File: src/core/sync_port_defines.vh
// constants for the sync serial port carrier-detect and clock-select block
`ifndef SYNC_PORT_DEFINES_VH
`define SYNC_PORT_DEFINES_VH
`define ADDR_CTRL 8'h00
`define ADDR_CLKSEL 8'h04
`define ADDR_STATUS 8'h08
`define ADDR_MEAS 8'h0c
`define CTRL_RESET 32'h00000000
`define CTRL_DCD_MODE_LSB 0
`define CTRL_PORT_DCE 2
`define CTRL_REMOTE_DCE 3
`define CTRL_REMOTE_SIG 4
`define CTRL_XTXC_EN 5
`define CTRL_TOPO_CLOUD 6
`define CTRL_EXT_MASTER 7
`define DCD_OFF 2'd0
`define DCD_ON 2'd1
`define DCD_REM_DCD 2'd2
`define DCD_REM_RTS 2'd3
`define CLK_MODE_RESET 3'd0
`define OVH_NONE 6'd0
`define OVH_ONE 6'd40
`define OVH_TWO 6'd56
`define WINDOW_CYCLES 20'd1000000
`define PPM_LIMIT 20'd100
`define PPM_SCALE 40'd1000000
`endif

File: src/core/clock_meter.v
// counts edges of one client clock over a window of system clock cycles
`timescale 1ns/1ps
`default_nettype none
module clock_meter
#(
   parameter WINDOW = 1000000,
   parameter EXPECT = 312500
)
(
   input wire clock,
   input wire rst_n,
   input wire edge_pulse,
   output reg signed [19:0] diff,
   output reg done
);
   reg [19:0] win_reg;
   reg [19:0] cnt_reg;
   always @(posedge clock or negedge rst_n)
   begin
      if (!rst_n)
      begin
         win_reg <= 20'h0;
         cnt_reg <= 20'h0;
         diff <= 20'sh0;
         done <= 1'b0;
      end
      else
      begin
         done <= 1'b0;
         if (win_reg == WINDOW[19:0] - 20'h1)
         begin
            // window end: measured minus expected edges
            win_reg <= 20'h0;
            cnt_reg <= 20'h0;
            // the closing cycle's edge belongs to this window too
            diff <= $signed(cnt_reg + {19'h0, edge_pulse}) -
               $signed(EXPECT[19:0]);
            done <= 1'b1;
         end
         else
         begin
            win_reg <= win_reg + 20'h1;
            cnt_reg <= cnt_reg + {19'h0, edge_pulse};
         end
      end
   end
endmodule
`default_nettype wire

File: src/core/edge_sync.v
// three-flop synchroniser with agreement filter and rising edge pulse
`timescale 1ns/1ps
`default_nettype none
module edge_sync
(
   input wire clock,
   input wire rst_n,
   input wire din,
   output reg level,
   output reg rise
);
   reg s1_reg;
   reg s2_reg;
   reg s3_reg;
   always @(posedge clock or negedge rst_n)
   begin
      if (!rst_n)
      begin
         s1_reg <= 1'b0;
         s2_reg <= 1'b0;
         s3_reg <= 1'b0;
         level <= 1'b0;
         rise <= 1'b0;
      end
      else
      begin
         s1_reg <= din;
         s2_reg <= s1_reg;
         s3_reg <= s2_reg;
         // change counts once second and third agree
         if (s2_reg == s3_reg)
            level <= s3_reg;
         rise <= (s2_reg == s3_reg) && s3_reg && !level;
      end
   end
endmodule
`default_nettype wire

File: src/core/sync_port_ctrl.v
// sync serial port carrier-detect and clock-select with axi4-lite registers
`timescale 1ns/1ps
`default_nettype none
`include "sync_port_defines.vh"
module sync_port_ctrl
#(
   parameter WINDOW = 1000000,
   parameter EXPECT = 312500
)
(
   input wire clock,
   input wire rst_b,
   input wire s_axi_awvalid,
   output reg s_axi_awready,
   input wire [7:0] s_axi_awaddr,
   input wire s_axi_wvalid,
   output reg s_axi_wready,
   input wire [31:0] s_axi_wdata,
   input wire [3:0] s_axi_wstrb,
   output reg s_axi_bvalid,
   input wire s_axi_bready,
   output reg [1:0] s_axi_bresp,
   input wire s_axi_arvalid,
   output reg s_axi_arready,
   input wire [7:0] s_axi_araddr,
   output reg s_axi_rvalid,
   input wire s_axi_rready,
   output reg [31:0] s_axi_rdata,
   output reg [1:0] s_axi_rresp,
   input wire link_sync,
   input wire remote_dcd,
   input wire remote_rts,
   input wire client_rxc,
   input wire client_txc,
   input wire ext_txc,
   input wire term_clk,
   output reg dcd_out,
   output reg txc_sel_out,
   output reg rxc_sel_out,
   output reg [5:0] overhead_kbps,
   output reg clock_master_ext,
   output reg [19:0] clk_diff_rx,
   output reg [19:0] clk_diff_tx
);
   reg rs1_reg;
   reg rs2_reg;
   wire rst_n;
   // two-flop release so every flop leaves reset on the same edge
   always @(posedge clock or negedge rst_b)
   begin
      if (!rst_b)
      begin
         rs1_reg <= 1'b0;
         rs2_reg <= 1'b0;
      end
      else
      begin
         rs1_reg <= 1'b1;
         rs2_reg <= rs1_reg;
      end
   end
   assign rst_n = rs2_reg;

   wire sync_lvl, rdcd_lvl, rrts_lvl, rxc_lvl, xtxc_lvl, term_lvl;
   wire rxc_rise, txc_rise;
   edge_sync u_s0 (.clock(clock), .rst_n(rst_n), .din(link_sync),
      .level(sync_lvl), .rise());
   edge_sync u_s1 (.clock(clock), .rst_n(rst_n), .din(remote_dcd),
      .level(rdcd_lvl), .rise());
   edge_sync u_s2 (.clock(clock), .rst_n(rst_n), .din(remote_rts),
      .level(rrts_lvl), .rise());
   edge_sync u_s3 (.clock(clock), .rst_n(rst_n), .din(client_rxc),
      .level(rxc_lvl), .rise(rxc_rise));
   edge_sync u_s4 (.clock(clock), .rst_n(rst_n), .din(client_txc),
      .level(), .rise(txc_rise));
   edge_sync u_s5 (.clock(clock), .rst_n(rst_n), .din(ext_txc),
      .level(xtxc_lvl), .rise());
   edge_sync u_s6 (.clock(clock), .rst_n(rst_n), .din(term_clk),
      .level(term_lvl), .rise());

   wire signed [19:0] rx_diff;
   wire signed [19:0] tx_diff;
   wire rx_done;
   wire tx_done;
   // measurement runs always; clk_diff_rx published in overhead modes 2, 3, 5 and 7, clk_diff_tx in mode 2 only
   clock_meter #(.WINDOW(WINDOW), .EXPECT(EXPECT)) u_mrx (.clock(clock),
      .rst_n(rst_n), .edge_pulse(rxc_rise), .diff(rx_diff),
      .done(rx_done));
   clock_meter #(.WINDOW(WINDOW), .EXPECT(EXPECT)) u_mtx (.clock(clock),
      .rst_n(rst_n), .edge_pulse(txc_rise), .diff(tx_diff),
      .done(tx_done));

   reg [31:0] ctrl_reg;
   reg [2:0] clk_mode_reg;
   reg reject_reg;
   reg master_ok_reg;

   function mode_ok;
      input [2:0] m;
      input cloud;
      begin
         if (cloud)
            mode_ok = (m == 3'd0) || (m == 3'd4) || (m == 3'd5);
         else
            mode_ok = (m == 3'd2) || (m == 3'd3) || (m == 3'd6) ||
               (m == 3'd7);
      end
   endfunction

   function [5:0] overhead;
      input [2:0] m;
      begin
         case (m)
            3'd2: overhead = `OVH_TWO;
            3'd3, 3'd5, 3'd7: overhead = `OVH_ONE;
            default: overhead = `OVH_NONE;
         endcase
      end
   endfunction

   // axi4-lite write: address and data may arrive in either order
   reg aw_held_reg;
   reg w_held_reg;
   reg [7:0] aw_addr_reg;
   reg [31:0] w_data_reg;
   reg [3:0] w_strb_reg;
   wire do_write = aw_held_reg && w_held_reg && !s_axi_bvalid;
   wire [31:0] wmask = {{8{w_strb_reg[3]}}, {8{w_strb_reg[2]}},
      {8{w_strb_reg[1]}}, {8{w_strb_reg[0]}}};
   wire [2:0] new_mode = w_data_reg[2:0] & wmask[2:0];
   always @(posedge clock or negedge rst_n)
   begin
      if (!rst_n)
      begin
         s_axi_awready <= 1'b0;
         s_axi_wready <= 1'b0;
         s_axi_bvalid <= 1'b0;
         s_axi_bresp <= 2'b00;
         aw_held_reg <= 1'b0;
         w_held_reg <= 1'b0;
         aw_addr_reg <= 8'h0;
         w_data_reg <= 32'h0;
         w_strb_reg <= 4'h0;
         ctrl_reg <= `CTRL_RESET;
         clk_mode_reg <= `CLK_MODE_RESET;
         reject_reg <= 1'b0;
      end
      else
      begin
         s_axi_awready <= !aw_held_reg && !s_axi_awready && s_axi_awvalid;
         s_axi_wready <= !w_held_reg && !s_axi_wready && s_axi_wvalid;
         if (s_axi_awvalid && s_axi_awready)
         begin
            aw_held_reg <= 1'b1;
            aw_addr_reg <= s_axi_awaddr;
         end
         if (s_axi_wvalid && s_axi_wready)
         begin
            w_held_reg <= 1'b1;
            w_data_reg <= s_axi_wdata;
            w_strb_reg <= s_axi_wstrb;
         end
         if (do_write)
         begin
            aw_held_reg <= 1'b0;
            w_held_reg <= 1'b0;
            s_axi_bvalid <= 1'b1;
            s_axi_bresp <= 2'b00;
            if (aw_addr_reg == `ADDR_CTRL)
               ctrl_reg <= (ctrl_reg & ~wmask) | (w_data_reg & wmask);
            else if (aw_addr_reg == `ADDR_CLKSEL)
            begin
               // a mode illegal for the topology keeps the old one
               if (mode_ok(new_mode, ctrl_reg[`CTRL_TOPO_CLOUD]))
               begin
                  clk_mode_reg <= new_mode;
                  reject_reg <= 1'b0;
               end
               else
               begin
                  reject_reg <= 1'b1;
                  // slverr tells software the mode was refused
                  s_axi_bresp <= 2'b10;
               end
            end
            else if (aw_addr_reg != `ADDR_STATUS &&
               aw_addr_reg != `ADDR_MEAS)
               s_axi_bresp <= 2'b10;
         end
         else if (s_axi_bvalid && s_axi_bready)
            s_axi_bvalid <= 1'b0;
      end
   end

   // rx clock ppm check against EXPECT edges, window of system clock cycles
   wire pass_mode = (overhead(clk_mode_reg) != `OVH_NONE);
   wire master_mode = (clk_mode_reg == 3'd6) && ctrl_reg[`CTRL_EXT_MASTER];
   wire [19:0] abs_rx = rx_diff[19] ? (20'h0 - rx_diff) : rx_diff;
   // |diff| * 1e6 / expect against the limit, cross-multiplied
   // so no divider is needed
   wire [39:0] ppm_lhs = {20'h0, abs_rx} * `PPM_SCALE;
   wire [39:0] ppm_rhs = {20'h0, EXPECT[19:0]} * {20'h0, `PPM_LIMIT};
   always @(posedge clock or negedge rst_n)
   begin
      if (!rst_n)
      begin
         master_ok_reg <= 1'b0;
         s_axi_arready <= 1'b0;
         s_axi_rvalid <= 1'b0;
         s_axi_rdata <= 32'h0;
         s_axi_rresp <= 2'b00;
      end
      else
      begin
         // limitation: ppm judged coarsely as edges per window
         if (rx_done)
            master_ok_reg <= (ppm_lhs <= ppm_rhs);
         s_axi_arready <= !s_axi_arready && !s_axi_rvalid && s_axi_arvalid;
         if (s_axi_arvalid && s_axi_arready)
         begin
            s_axi_rvalid <= 1'b1;
            s_axi_rresp <= 2'b00;
            case (s_axi_araddr)
               `ADDR_CTRL: s_axi_rdata <= ctrl_reg & 32'h000000ff;
               `ADDR_CLKSEL: s_axi_rdata <= {29'h0, clk_mode_reg};
               `ADDR_STATUS: s_axi_rdata <= {24'h0, master_ok_reg,
                  reject_reg, overhead_kbps};
               `ADDR_MEAS: s_axi_rdata <= {rx_diff[15:0], tx_diff[15:0]};
               default:
               begin
                  s_axi_rdata <= 32'h0;
                  s_axi_rresp <= 2'b10;
               end
            endcase
         end
         else if (s_axi_rvalid && s_axi_rready)
            s_axi_rvalid <= 1'b0;
      end
   end

   // carrier detect, tx/rx clock source and overhead
   wire sig_en = ctrl_reg[`CTRL_REMOTE_SIG];
   reg dcd_next;
   always @*
   begin
      case (ctrl_reg[1:0])
         `DCD_OFF: dcd_next = 1'b0;
         `DCD_ON: dcd_next = 1'b1;
         `DCD_REM_DCD:
            if (ctrl_reg[`CTRL_REMOTE_DCE])
               dcd_next = sync_lvl;
            else
               dcd_next = sync_lvl && sig_en && rdcd_lvl;
         `DCD_REM_RTS: dcd_next = sync_lvl && sig_en && rrts_lvl;
         default: dcd_next = 1'b0;
      endcase
      // dte port: mode ignored, line held off
      if (!ctrl_reg[`CTRL_PORT_DCE])
         dcd_next = 1'b0;
   end

   always @(posedge clock or negedge rst_n)
   begin
      if (!rst_n)
      begin
         dcd_out <= 1'b0;
         txc_sel_out <= 1'b0;
         rxc_sel_out <= 1'b0;
         overhead_kbps <= `OVH_NONE;
         clock_master_ext <= 1'b0;
         clk_diff_rx <= 20'h0;
         clk_diff_tx <= 20'h0;
      end
      else
      begin
         dcd_out <= dcd_next;
         overhead_kbps <= overhead(clk_mode_reg);
         // modes 0 and 4: clocks only, no x.21 protocol engine
         if (clk_mode_reg == 3'd0 || clk_mode_reg == 3'd4)
         begin
            txc_sel_out <= term_lvl;
            rxc_sel_out <= term_lvl;
         end
         else if (clk_mode_reg == 3'd6)
         begin
            txc_sel_out <= rxc_lvl;
            rxc_sel_out <= rxc_lvl;
         end
         else
         begin
            txc_sel_out <= ctrl_reg[`CTRL_XTXC_EN] ? xtxc_lvl :
               term_lvl;
            rxc_sel_out <= rxc_lvl;
         end
         clock_master_ext <= master_mode && master_ok_reg;
         if (pass_mode && rx_done)
            clk_diff_rx <= rx_diff;
         if (clk_mode_reg == 3'd2 && tx_done)
            clk_diff_tx <= tx_diff;
      end
   end
endmodule
`default_nettype wire

File: config.mk
export PLATFORM = sky130hd
export DESIGN_NAME = sync_port_ctrl
export DESIGN_NICKNAME = d
export VERILOG_FILES = /design/src/core/clock_meter.v /design/src/core/edge_sync.v /design/src/core/sync_port_ctrl.v
export VERILOG_INCLUDE_DIRS = /design/src /design/src/core
export SDC_FILE = /design/constraint.sdc
export NUM_CORES = 1
export LEC_CHECK = 0
export ABC_AREA = 1
export BUFFER_PORTS_ARGS = -buffer_cell sky130_fd_sc_hd__buf_4
export CELL_PAD_IN_SITES_DETAIL_PLACEMENT = 0
export CELL_PAD_IN_SITES_GLOBAL_PLACEMENT = 1
export CORE_AREA = 2 2 214 216
export CTS_BUF_LIST = sky130_fd_sc_hd__clkbuf_16
export CTS_CLUSTER_SIZE = 25
export DETAILED_ROUTE_END_ITERATION = 6
export DIE_AREA = 0 0 216 218
export PLACE_DENSITY = 0.86
export SYNTH_ARGS = -nofsm -noshare
export SYNTH_HDL_FRONTEND = slang
export SYNTH_SLANG_ARGS = --single-unit
File: constraint.sdc
create_clock -name clock -period 8.7 [get_ports clock]
set_input_delay 0.435 -clock clock [delete_from_list [all_inputs] [get_ports clock]]
set_output_delay 0.435 -clock clock [all_outputs]
set_load 0.05 [all_outputs]
==> impl_metrics.yaml, run 1 <==
final_layout:
  drive_above_1_share: 0.120
  area_growth_pct: 14.5
  fillers: 4415
  layout.nets: 2642
  largest_reg_flops: 32
  largest-register: "s_axi_rdata"
  diodes: 0
  finalNonFillerCells: 2998
  design_area_sq_um: 20800
  fin_util: 0.464
timing:
  holdWs_ps: 54.6
  max_clock_freq_ghz: 0.139
  hold_violations: 0
  setup_slack_ps: 1500
  slew-limit-headroom: 0.316
  period_needed_ps: 7200
  worst_pin_slew_ps: 1020
  finalCritPeriodShare: 0.828
  rsz0062_at_grt: "no"
  finalSetupTns_ps: 0
  skew_ps: 14.4
  final-max-slew-violation-count: 0
  setup_viol: 0
floorplan:
  initial_utilization: 0.405
  rows: 78
  die_w_um: 216
  core_sq_um: 44900
  die_y_um: 218
  dieArea_sq_um: 47100
  ios: 157
detailed_routing:
  vias: 14400
  wirelength_mm: 42.3
  routed_via_density: 4.80
  final_antenna_net_count: 0
  wl_per_cell_um: 14.1
  drt-initial-drc-count: 755
  firstDrtPassIters: 5
  drc: 0
global_route:
  met3_usage: 0.0227
  grt_overflow: 0
  grt_pass1_wl_mm: 70.8
  use_met1: 0.245
  grt_antenna_before_repair: 0
  grt_pass1_vias: 14400
  grt_usage: 0.182
  grt_busiest_layer: "met2"
  grt_start_max_net_pins: 83
  met2_usage: 0.313
pwr:
  p_comb_frac: 0.108
  switching_share: 0.266
  leakagePower_nw: 11.6
  power_frac_clock: 0.413
  intPower_mw: 2.19
  vdd_ir_drop_max_mv: 0.154
  power_mw: 2.99
  powerDensity_nw_per_um2: 144
  switching_power_uw: 797
  pwr-share-seq: 0.479
critical_path:
  path_max_fanout: 7
  worstSetupStartpointType: "flop"
  critPathLaunch: "u_mrx.diff[0]$_DFFE_PN0P_"
  end_kind: "flop"
  max_stage_delay_ps: 540
  cp_data_arrival_time_ps: 7690
  cp.required_ps: 9180
  crit_type: "reg -> reg"
  slowest_stage: "fa_1"
  reg2reg_from: "u_mrx.diff[0]$_DFFE_PN0P_"
placement:
  dpl.hpwl_mm: 33.2
  place_area_sq_um: 19800
  place_inst: 2938
  io_buffers: 124
  dp_slack_ps: 1440
  gp_congestion: 0.902
status:
  status: "completed"
logic_synthesis:
  synth_edf_count: 0
  ys_ff_latch: 271
  netlist_instances: 2237
  ys_seq_area_frac: 0.373
  netlist_area_sq_um: 18200
  postSynthAreaPerCell_sq_um: 8.13
  synth-warning-count: 0
  synth-async-reset-ratio: 1.00
  ys.flop_type: "dfrtp_1"
  synth.distinct_cells: 60
cts:
  cts_setup_buffers: 0
  root_buffer: "clkbuf_16"
  clkLatencyLatePin_ps: 550
  htreeDepth: 1
  cts_num_sinks: 271
  clkTransAtPathRegs_ps: 60
  cts_tree: "yes"
  cts_buffer_depth: 3
  cts_made_buffers: 28
worst_hold_path:
  hold_path_class: "in -> reg"
  min_from: "s_axi_bready"
run:
  maxCapViolations: 0
## critical path, delay by kind of cell (launching register included)
family / cells / cell delay, ps
compound gates: 1 / 120
simple gates: 16 / 2160
flops: 1 / 490
buf+inv: 5 / 770
xor+xnor: 1 / 490
fa+ha+maj: 8 / 3090
## cell type report
| cell class | count | area [sq um] | share of cell area |
|---|---|---|---|
| repair buffers | 146 | 1120 | 0.0536 |
| inverters | 433 | 1630 | 0.0780 |
| multi-input cells | 1496 | 9610 | 0.461 |
| clock inverters | 23 | 226 | 0.0109 |
| flip-flops and latches | 271 | 6790 | 0.326 |
| well taps | 600 | 751 | 0.0360 |
| clock buffers | 29 | 726 | 0.0348 |
## kinds of logic after synthesis
kind of cell | share of synthesized area
AND/OR/NAND/NOR | 0.238
other | 0.000413
AO/OA/AOI/OAI | 0.0645
multiplexers | 0.00743
adder cells (fa/ha/maj) | 0.170
XOR/XNOR | 0.0463
buffers and inverters | 0.100
flip-flops | 0.373
## synthesized netlist by cell type, types with 2 or more instances
master / instances / area, sq um
xor2_2: 6 / 97.6
inv_2: 11 / 41.3
nand2_1: 582 / 2180
inv_1: 421 / 1580
nor4_1: 12 / 75.1
fa_1: 70 / 1400
maj3_1: 6 / 60.1
a21o_1: 4 / 30.0
nor3_1: 29 / 145
xor2_1: 57 / 499
ha_1: 130 / 1630
o22ai_1: 14 / 87.6
a31oi_1: 4 / 25.0
buf_1: 4 / 15.0
nand3b_1: 8 / 60.1
conb_1: 2 / 7.51
nand4_1: 42 / 263
o21bai_1: 6 / 45.0
dfrtp_1: 271 / 6780
nor3_2: 4 / 40.0
buf_4: 7 / 52.6
a21oi_1: 38 / 190
nor2_4: 11 / 124
or2_2: 9 / 56.3
xnor2_1: 23 / 201
mux2_2: 12 / 135
nand2_4: 3 / 33.8
o21a_1: 3 / 22.5
o21ai_2: 2 / 17.5
clkbuf_1: 23 / 86.3
a211oi_1: 2 / 15.0
nand2_2: 14 / 87.6
o21ai_0: 87 / 435
nor2_1: 159 / 597
nand3_2: 7 / 70.1
and2_1: 2 / 12.5
nor3b_1: 3 / 22.5
o21ai_1: 12 / 60.1
nor2_8: 2 / 40.0
nand3_1: 79 / 395
buf_2: 5 / 25.0
o31ai_1: 25 / 188
nor2_2: 9 / 56.3
## worst paths after layout
check                                                   to  slack [ps]  depth (start not counted)
min in group asynchronous                rs1_reg$_DFF_PN0_         200                          2
worst min register to register       u_s5.s2_reg$_DFF_PN0_         350                          0
worst max register to register   master_ok_reg$_DFFE_PN0P_        1500                         31
max in group asynchronous       aw_addr_reg[6]$_DFFE_PN0P_        6140                          2
worst min-delay path              s_axi_bvalid$_DFFE_PN0P_          50                          2
worst max-delay path             master_ok_reg$_DFFE_PN0P_        1500                         31
## per-layer routing
layer	wire, um	share of wire
met1	19600	0.46
met4	718	0.017
met3	1850	0.044
met5	0	0
met2	20200	0.48
## power by group through the flow
stage / clock [mW] / sequential (mW) / combinational (mW)
global route: 1.32 / 1.45 / 0.365
global placement: 0 / 1.45 / 0.310
detailed placement: 0 / 1.46 / 0.321
finish: 1.24 / 1.43 / 0.322
CTS: 1.27 / 1.43 / 0.326
floorplan: 0 / 1.49 / 0.182
## cell usage in the layout (no fill, tap or decap), drive strengths merged, types with 2 or more instances in the layout
cell	Yosys	layout
xor2	64	64
o21a	3	3
buf	17	138
a21oi	39	39
nor4	12	12
a211oi	2	2
a21o	4	4
mux2	12	12
o21ai	101	101
nor3b	4	4
conb	2	6
nand2	599	599
xnor2	24	24
nand3	86	86
nor3	34	34
o31ai	25	25
clkinv	1	12
a31oi	4	4
nand3b	9	9
inv	432	437
bufinv	0	4
clkinvlp	0	3
maj3	6	6
o21bai	6	6
nor2	181	181
and2	3	3
nand4	43	43
ha	130	130
dlygate4sd3	0	8
fa	70	70
dfrtp	271	271
o22ai	14	14
clkbuf	23	29
or2	9	9
## timing repair
item / 4_1_cts / 5_1_grt
resized for setup: 0 / 0
endpoints found under the hold margin: 9 / 0
hold buffers: 8 / 0
(Power assumes the default switching activity.)
==> run 2: changes to the inputs <==
- ABC_AREA: 1 -> 0
- CORE_AREA: 2 2 214 216 -> 2 2 204 206
- DIE_AREA: 0 0 216 218 -> 0 0 206 208
- PLACE_DENSITY: 0.86 -> 0.87
- clock period: 8.7 -> 5.8 ns (I/O delays scaled with it)
==> run 2 against run 1 <==
Net effect:
- the flow now finishes with violations (negative setup slack)
- first-iteration DRC count down 6.6%
- area after synthesis down 4.6%
- combinational power up 58%
- via count down 5.8%
- clock power up 44%
- total power up 50%
- final area up 4.4%
- register-to-register slack worse by 2500 ps
==> impl_metrics.yaml, run 2 <==
status:
  status: "finished with violations"
  violations: "negative setup slack"
global_route:
  grt_overflow: 0
  grt_pass1_vias: 14000
  grt_pass1_wl_mm: 68.7
  grt_busiest_layer: "met2"
  met2_usage: 0.324
  met3_usage: 0.0309
  use_met1: 0.259
  grt_antenna_before_repair: 1
  grt_start_max_net_pins: 124
  grt_usage: 0.194
cts:
  cts_tree: "yes"
  clkTransAtPathRegs_ps: 60
  clkLatencyLatePin_ps: 560
  cts_buffer_depth: 3
  cts_made_buffers: 29
  root_buffer: "clkbuf_16"
  htreeDepth: 1
  cts_num_sinks: 271
placement:
  place_area_sq_um: 20000
  io_buffers: 124
  dpl.hpwl_mm: 30.4
  gp_congestion: 0.865
  place_inst: 2500
timing:
  slew-limit-headroom: 0.355
  period_needed_ps: 6840
  setup_slack_ps: -1040
  worst_pin_slew_ps: 965
  max_clock_freq_ghz: 0.146
  skew_ps: 19.6
  finalCritPeriodShare: 1.18
  rsz0062_at_grt: "yes"
  hold_violations: 0
  setup_viol: 1
  holdWs_ps: 26.6
  final-max-slew-violation-count: 0
detailed_routing:
  drc: 0
  wl_per_cell_um: 16.0
  routed_via_density: 5.23
  drt-initial-drc-count: 705
  final_antenna_net_count: 0
  wirelength_mm: 41.5
  vias: 13500
  firstDrtPassIters: 5
logic_synthesis:
  synth_top_area_cell: "dfrtp_1"
  ys_seq_area_frac: 0.391
  synth-warning-count: 0
  yosys.area.top_type_share: 0.391
  synth.distinct_cells: 78
  ys.flop_type: "dfrtp_1"
  synth.area.top_cells: "dfrtp_1 (39%), ha_1 (9.4%), fa_1 (8.1%), mux2_2 (4.6%), xnor2_1 (4.1%)"
  netlist_area_sq_um: 17400
  postSynthAreaPerCell_sq_um: 9.93
  synth_most_common_cell: "dfrtp_1"
  synth_common_cells: "dfrtp_1 (271), inv_1 (169), nand2_1 (157)"
  netlist_instances: 1749
  ys_ff_latch: 271
  synth-async-reset-ratio: 1.00
  synth_edf_count: 0
floorplan:
  die_w_um: 206
  rows: 74
  dieArea_sq_um: 42800
  die_y_um: 208
  initial_utilization: 0.428
  ios: 157
  core_sq_um: 40600
critical_path:
  cp.required_ps: 6260
  cp_data_arrival_time_ps: 7300
  worstSetupStartpointType: "flop"
  end_kind: "flop"
  path_max_fanout: 4
  crit_type: "reg -> reg"
pwr:
  leakagePower_nw: 10.9
  powerDensity_nw_per_um2: 206
  vdd_ir_drop_max_mv: 0.298
final_layout:
  largest_reg_flops: 32
  largest-register: "s_axi_rdata"
  layout.nets: 2300
  design_area_sq_um: 21800
  fin_util: 0.536
  final_cell_mix: "buf_4 (290), dfrtp_1 (269), inv_1 (168)"
  area_growth_pct: 25.3
  final_common_cell: "buf_4"
  drive_above_1_share: 0.241
  diodes: 0
  finalNonFillerCells: 2589
worst_hold_path:
  hold_path_class: "in -> reg"
run:
  maxCapViolations: 0
[run 2: changes by cell type after synthesis, sizes merged, moves of 20 or more]
cell / before / now
a22o: 0 / 24
nand3: 86 / 57
inv: 432 / 170
nand2: 599 / 157
xnor2: 24 / 82
nor2: 181 / 124
mux2: 12 / 71
nand4: 43 / 23
clkbuf: 23 / 49
[run 2: report_power, final]
group	internal, mW	switching (mW)	total [mW]	leakage, nW
logic	0.219	0.289	0.508	6.86
registers	2.03	0.151	2.18	3.60
clock network	1.01	0.786	1.79	0.458
[run 2: worst max-delay path, cell delays in order, from the launching register on]
cell	delay [ps]
dfrtp_1	410
inv_2	90
nand2_2	60
or4_4	420
or2_4	280
or4_4	430
or4_4	560
o31a_1	280
xor2_2	230
inv_2	90
fa_1	510
inv_1	50
fa_1	450
fa_2	570
ha_4	210
ha_4	270
ha_4	200
ha_4	160
a211oi_2	220
o21ai_1	120
a21oi_2	210
nor2_1	60
o21ai_1	130
nand4_1	110
a311oi_2	270
nand4_1	150
o41ai_2	210
[run 2: layout make-up]
cell class,count,area [sq um]
Tap cell,532,666
Multi-Input combinational cell,1241,10300
Timing Repair Buffer,320,2490
Sequential cell,271,6790
Inverter,171,642
Clock inverter,25,189
Fill cell,3519,18800
Clock buffer,29,726
[run 2: path summary, 6_finish.rpt]
check / to / from / cells past startpoint / slack (ps)
hold reg to reg: rs2_reg$_DFF_PN0_ / rs1_reg$_DFF_PN0_ / 0 / 350
setup / recovery: master_ok_reg$_DFFE_PN0P_ / u_mrx.diff[1]$_DFFE_PN0P_ / 26 / -1040
setup reg to reg: master_ok_reg$_DFFE_PN0P_ / u_mrx.diff[1]$_DFFE_PN0P_ / 26 / -1040
hold / removal: s_axi_awready$_DFF_PN0_ / s_axi_awvalid / 2 / 30
min in group asynchronous: rs1_reg$_DFF_PN0_ / rst_b / 2 / 80
max in group asynchronous: u_mrx.diff[0]$_DFFE_PN0P_ / rs2_reg$_DFF_PN0_ / 1 / 3810
[run 2: per-stage QoR]
stage	power [mW]	setup TNS, ps	setup WS (ps)
finish	4.48	-1040	-1040
global route	4.67	-1300	-1300
CTS	4.51	-1020	-1020
detailed placement	2.70	-1330	-1330
global placement	2.67	-1160	-1160
floorplan	2.54	-1030	-1030
[run 2: layer usage]
metal,vias up,part of all wire
met1,6663,0.44
met2,254,0.49
met4,2,0.023
li1,6560,-
met5,-,0.00031
met3,69,0.043
[run 2: kinds of logic after synthesis]
kind of cell	count (synthesis)	share of synthesized area
buf+inv	241	0.0541
simple gates	503	0.141
fa+ha+maj	205	0.177
other cells	2	0.000433
mux	79	0.0507
compound gates	303	0.113
flops	271	0.391
xor+xnor	145	0.0732
[run 2: timing repair]
action                                 4_1_cts  5_1_grt
resized for setup                           53       17
endpoints found under the hold margin       29        0
pin swaps                                   30       13
buffers inserted                             4        3
setup endpoints to repair                    1        1
hold buffers                                28        0
==> run 3: changes to the inputs <==
- CORE_AREA: 2 2 204 206 -> 2 2 173 243
- CTS_CLUSTER_SIZE: 25 -> not set
- DIE_AREA: 0 0 206 208 -> 0 0 175 245
==> run 3 against run 2 <==
Net effect:
- the flow still finishes with violations (negative setup slack)
- core utilization shrank 0.32 points
- register-to-register slack worse by 80 ps
- final cell count increased by 0.23%
- clock power down 6%
- combinational power barely moved
- worst setup slack got worse by 83 ps
- sequential share of layout area is essentially flat
- critical endpoint unchanged
==> impl_metrics.yaml, run 3 (synthesis results as in run 2) <==
global_route:
  grt_overflow: 0
  grt_usage: 0.199
  grt_pass1_vias: 14400
  grt_antenna_before_repair: 0
  grt_pass1_wl_mm: 70.2
  grt_start_max_net_pins: 184
final_layout:
  diodes: 0
  largest-register: "s_axi_rdata"
  area_growth_pct: 25.5
  layout.nets: 2301
  final_cell_mix: "buf_4 (292), dfrtp_1 (269), inv_1 (165)"
  final_common_cell: "buf_4"
  largest_reg_flops: 32
  finalNonFillerCells: 2595
  drive_above_1_share: 0.245
critical_path:
  cp.required_ps: 6250
  worstSetupStartpointType: "flop"
  reg2reg_from: "u_mrx.diff[0]$_DFFE_PN0P_"
  critPathLaunch: "u_mrx.diff[0]$_DFFE_PN0P_"
  cp_data_arrival_time_ps: 7380
  crit_type: "reg -> reg"
  end_kind: "flop"
  path_max_fanout: 6
cts:
  clkTransAtPathRegs_ps: 70
  cts_made_buffers: 27
  cts_num_sinks: 271
  clkLatencyLatePin_ps: 560
  cts_tree: "yes"
  cts_buffer_depth: 3
  htreeDepth: 1
  root_buffer: "clkbuf_16"
placement:
  place_inst: 2504
  dpl.hpwl_mm: 31.9
  io_buffers: 124
  gp_congestion: 0.889
pwr:
  switching_power_mw: 1.20
  leakagePower_nw: 10.9
  pwr-share-seq: 0.498
  intPower_mw: 3.16
  switching_share: 0.275
  power_mw: 4.36
  powerDensity_nw_per_um2: 200
  p_comb_frac: 0.116
  vdd_ir_drop_max_mv: 0.291
  power_frac_clock: 0.386
timing:
  setup_slack_ps: -1120
  rsz0062_at_grt: "yes"
  skew_ps: 15.4
  hold_violations: 0
  slew-limit-headroom: 0.290
  period_needed_ps: 6920
  setup_viol: 1
  max_clock_freq_ghz: 0.144
  worst_pin_slew_ps: 1060
  final-max-slew-violation-count: 0
  holdWs_ps: 18.7
  finalCritPeriodShare: 1.19
floorplan:
  die_w_um: 175
  dieArea_sq_um: 42900
  ios: 157
  initial_utilization: 0.425
  rows: 88
  die_y_um: 245
  core_sq_um: 40800
detailed_routing:
  wirelength_mm: 42.9
  vias: 13600
  firstDrtPassIters: 5
  final_antenna_net_count: 0
  routed_via_density: 5.25
  drt-initial-drc-count: 739
  wl_per_cell_um: 16.5
  drc: 0
run:
  maxCapViolations: 0
worst_hold_path:
  hold_path_class: "in -> reg"
  min_from: "s_axi_wvalid"
status:
  violations: "negative setup slack"
  status: "finished with violations"
run 3: cell types whose count changed in the layout (fill, tap and decap cells not counted), moves of 3 or more:
cell	change
ha_1	-3
ha_4	+3
inv_1	-3
a21oi_4	+3
nand2_1	-3
nand2_2	+3
run 3: final cells by class:
type	instances	area, sq um
Multi-Input combinational cell	1241	10300
Clock inverter	22	161
Timing Repair Buffer	323	2510
Inverter	171	642
Clock buffer	27	676
Fill cell	3543	19100
Sequential cell	271	6790
Tap cell	540	676
run 3: per-stage QoR:
step                      utilization  TNS [ps]  setup slack, ps  area (sq um)
after floorplan                     -     -1030            -1030         17500
after global placement          0.489     -1160            -1160         20000
after detailed placement        0.489     -1400            -1400         20000
after CTS                       0.527     -1120            -1120         21500
after global routing            0.533     -1370            -1370         21800
final                           0.533     -1120            -1120         21800
run 3: final timing paths:
kind                                                    end  slack (ps)  cells after the start
worst max-delay path              master_ok_reg$_DFFE_PN0P_       -1120                     26
worst min-delay path                 s_axi_wready$_DFF_PN0_          20                      2
worst max register to register    master_ok_reg$_DFFE_PN0P_       -1120                     26
worst min register to register  s_axi_rdata[27]$_DFFE_PN0P_         160                      0
max in group asynchronous        u_mtx.diff[12]$_DFFE_PN0P_        4420                      1
min in group asynchronous                 rs1_reg$_DFF_PN0_          60                      2
run 3: repair_timing:
action	CTS	global route
endpoints found under the setup margin	1	1
hold buffers	29	0
gates resized for setup	46	41
hold endpoints to repair	30	0
pin swaps	24	22
setup buffers	8	5
run 3: metal layers:
| layer | global-route usage | wire length (um) | share of wire | vias to the layer above |
|---|---|---|---|---|
| met5 | 0 | 0 | 0 | - |
| met4 | 0.0828 | 1670 | 0.039 | 0 |
| met3 | 0.0262 | 1640 | 0.038 | 106 |
| met2 | 0.370 | 22600 | 0.53 | 295 |
| met1 | 0.228 | 17000 | 0.40 | 6676 |
| li1 | - | - | - | 6559 |
run 3: critical path, cell delays in order (launching register included):
cell and delay (ps):
dfrtp_2 410, inv_2 80, nand2_2 60, or4_4 410, or2_4 270, or4_4 430, or4_4 570, and2_4 170
xor2_4 160, inv_2 80, fa_1 490, inv_1 50, fa_1 450, fa_1 570, ha_4 220, ha_4 280
ha_4 200, ha_4 260, buf_4 140, and3_4 160, a32o_2 270, o31ai_1 250, a21oi_1 120, buf_4 140
buf_4 120, xor2_1 130, o41ai_1 310
run 3: power groups by stage:
stage,clock [mW],sequential [mW],combinational (mW)
detailed placement,0,2.20,0.490
finish,1.68,2.17,0.507
global placement,0,2.19,0.479
CTS,1.73,2.16,0.510
floorplan,0,2.23,0.319
global route,1.81,2.19,0.567
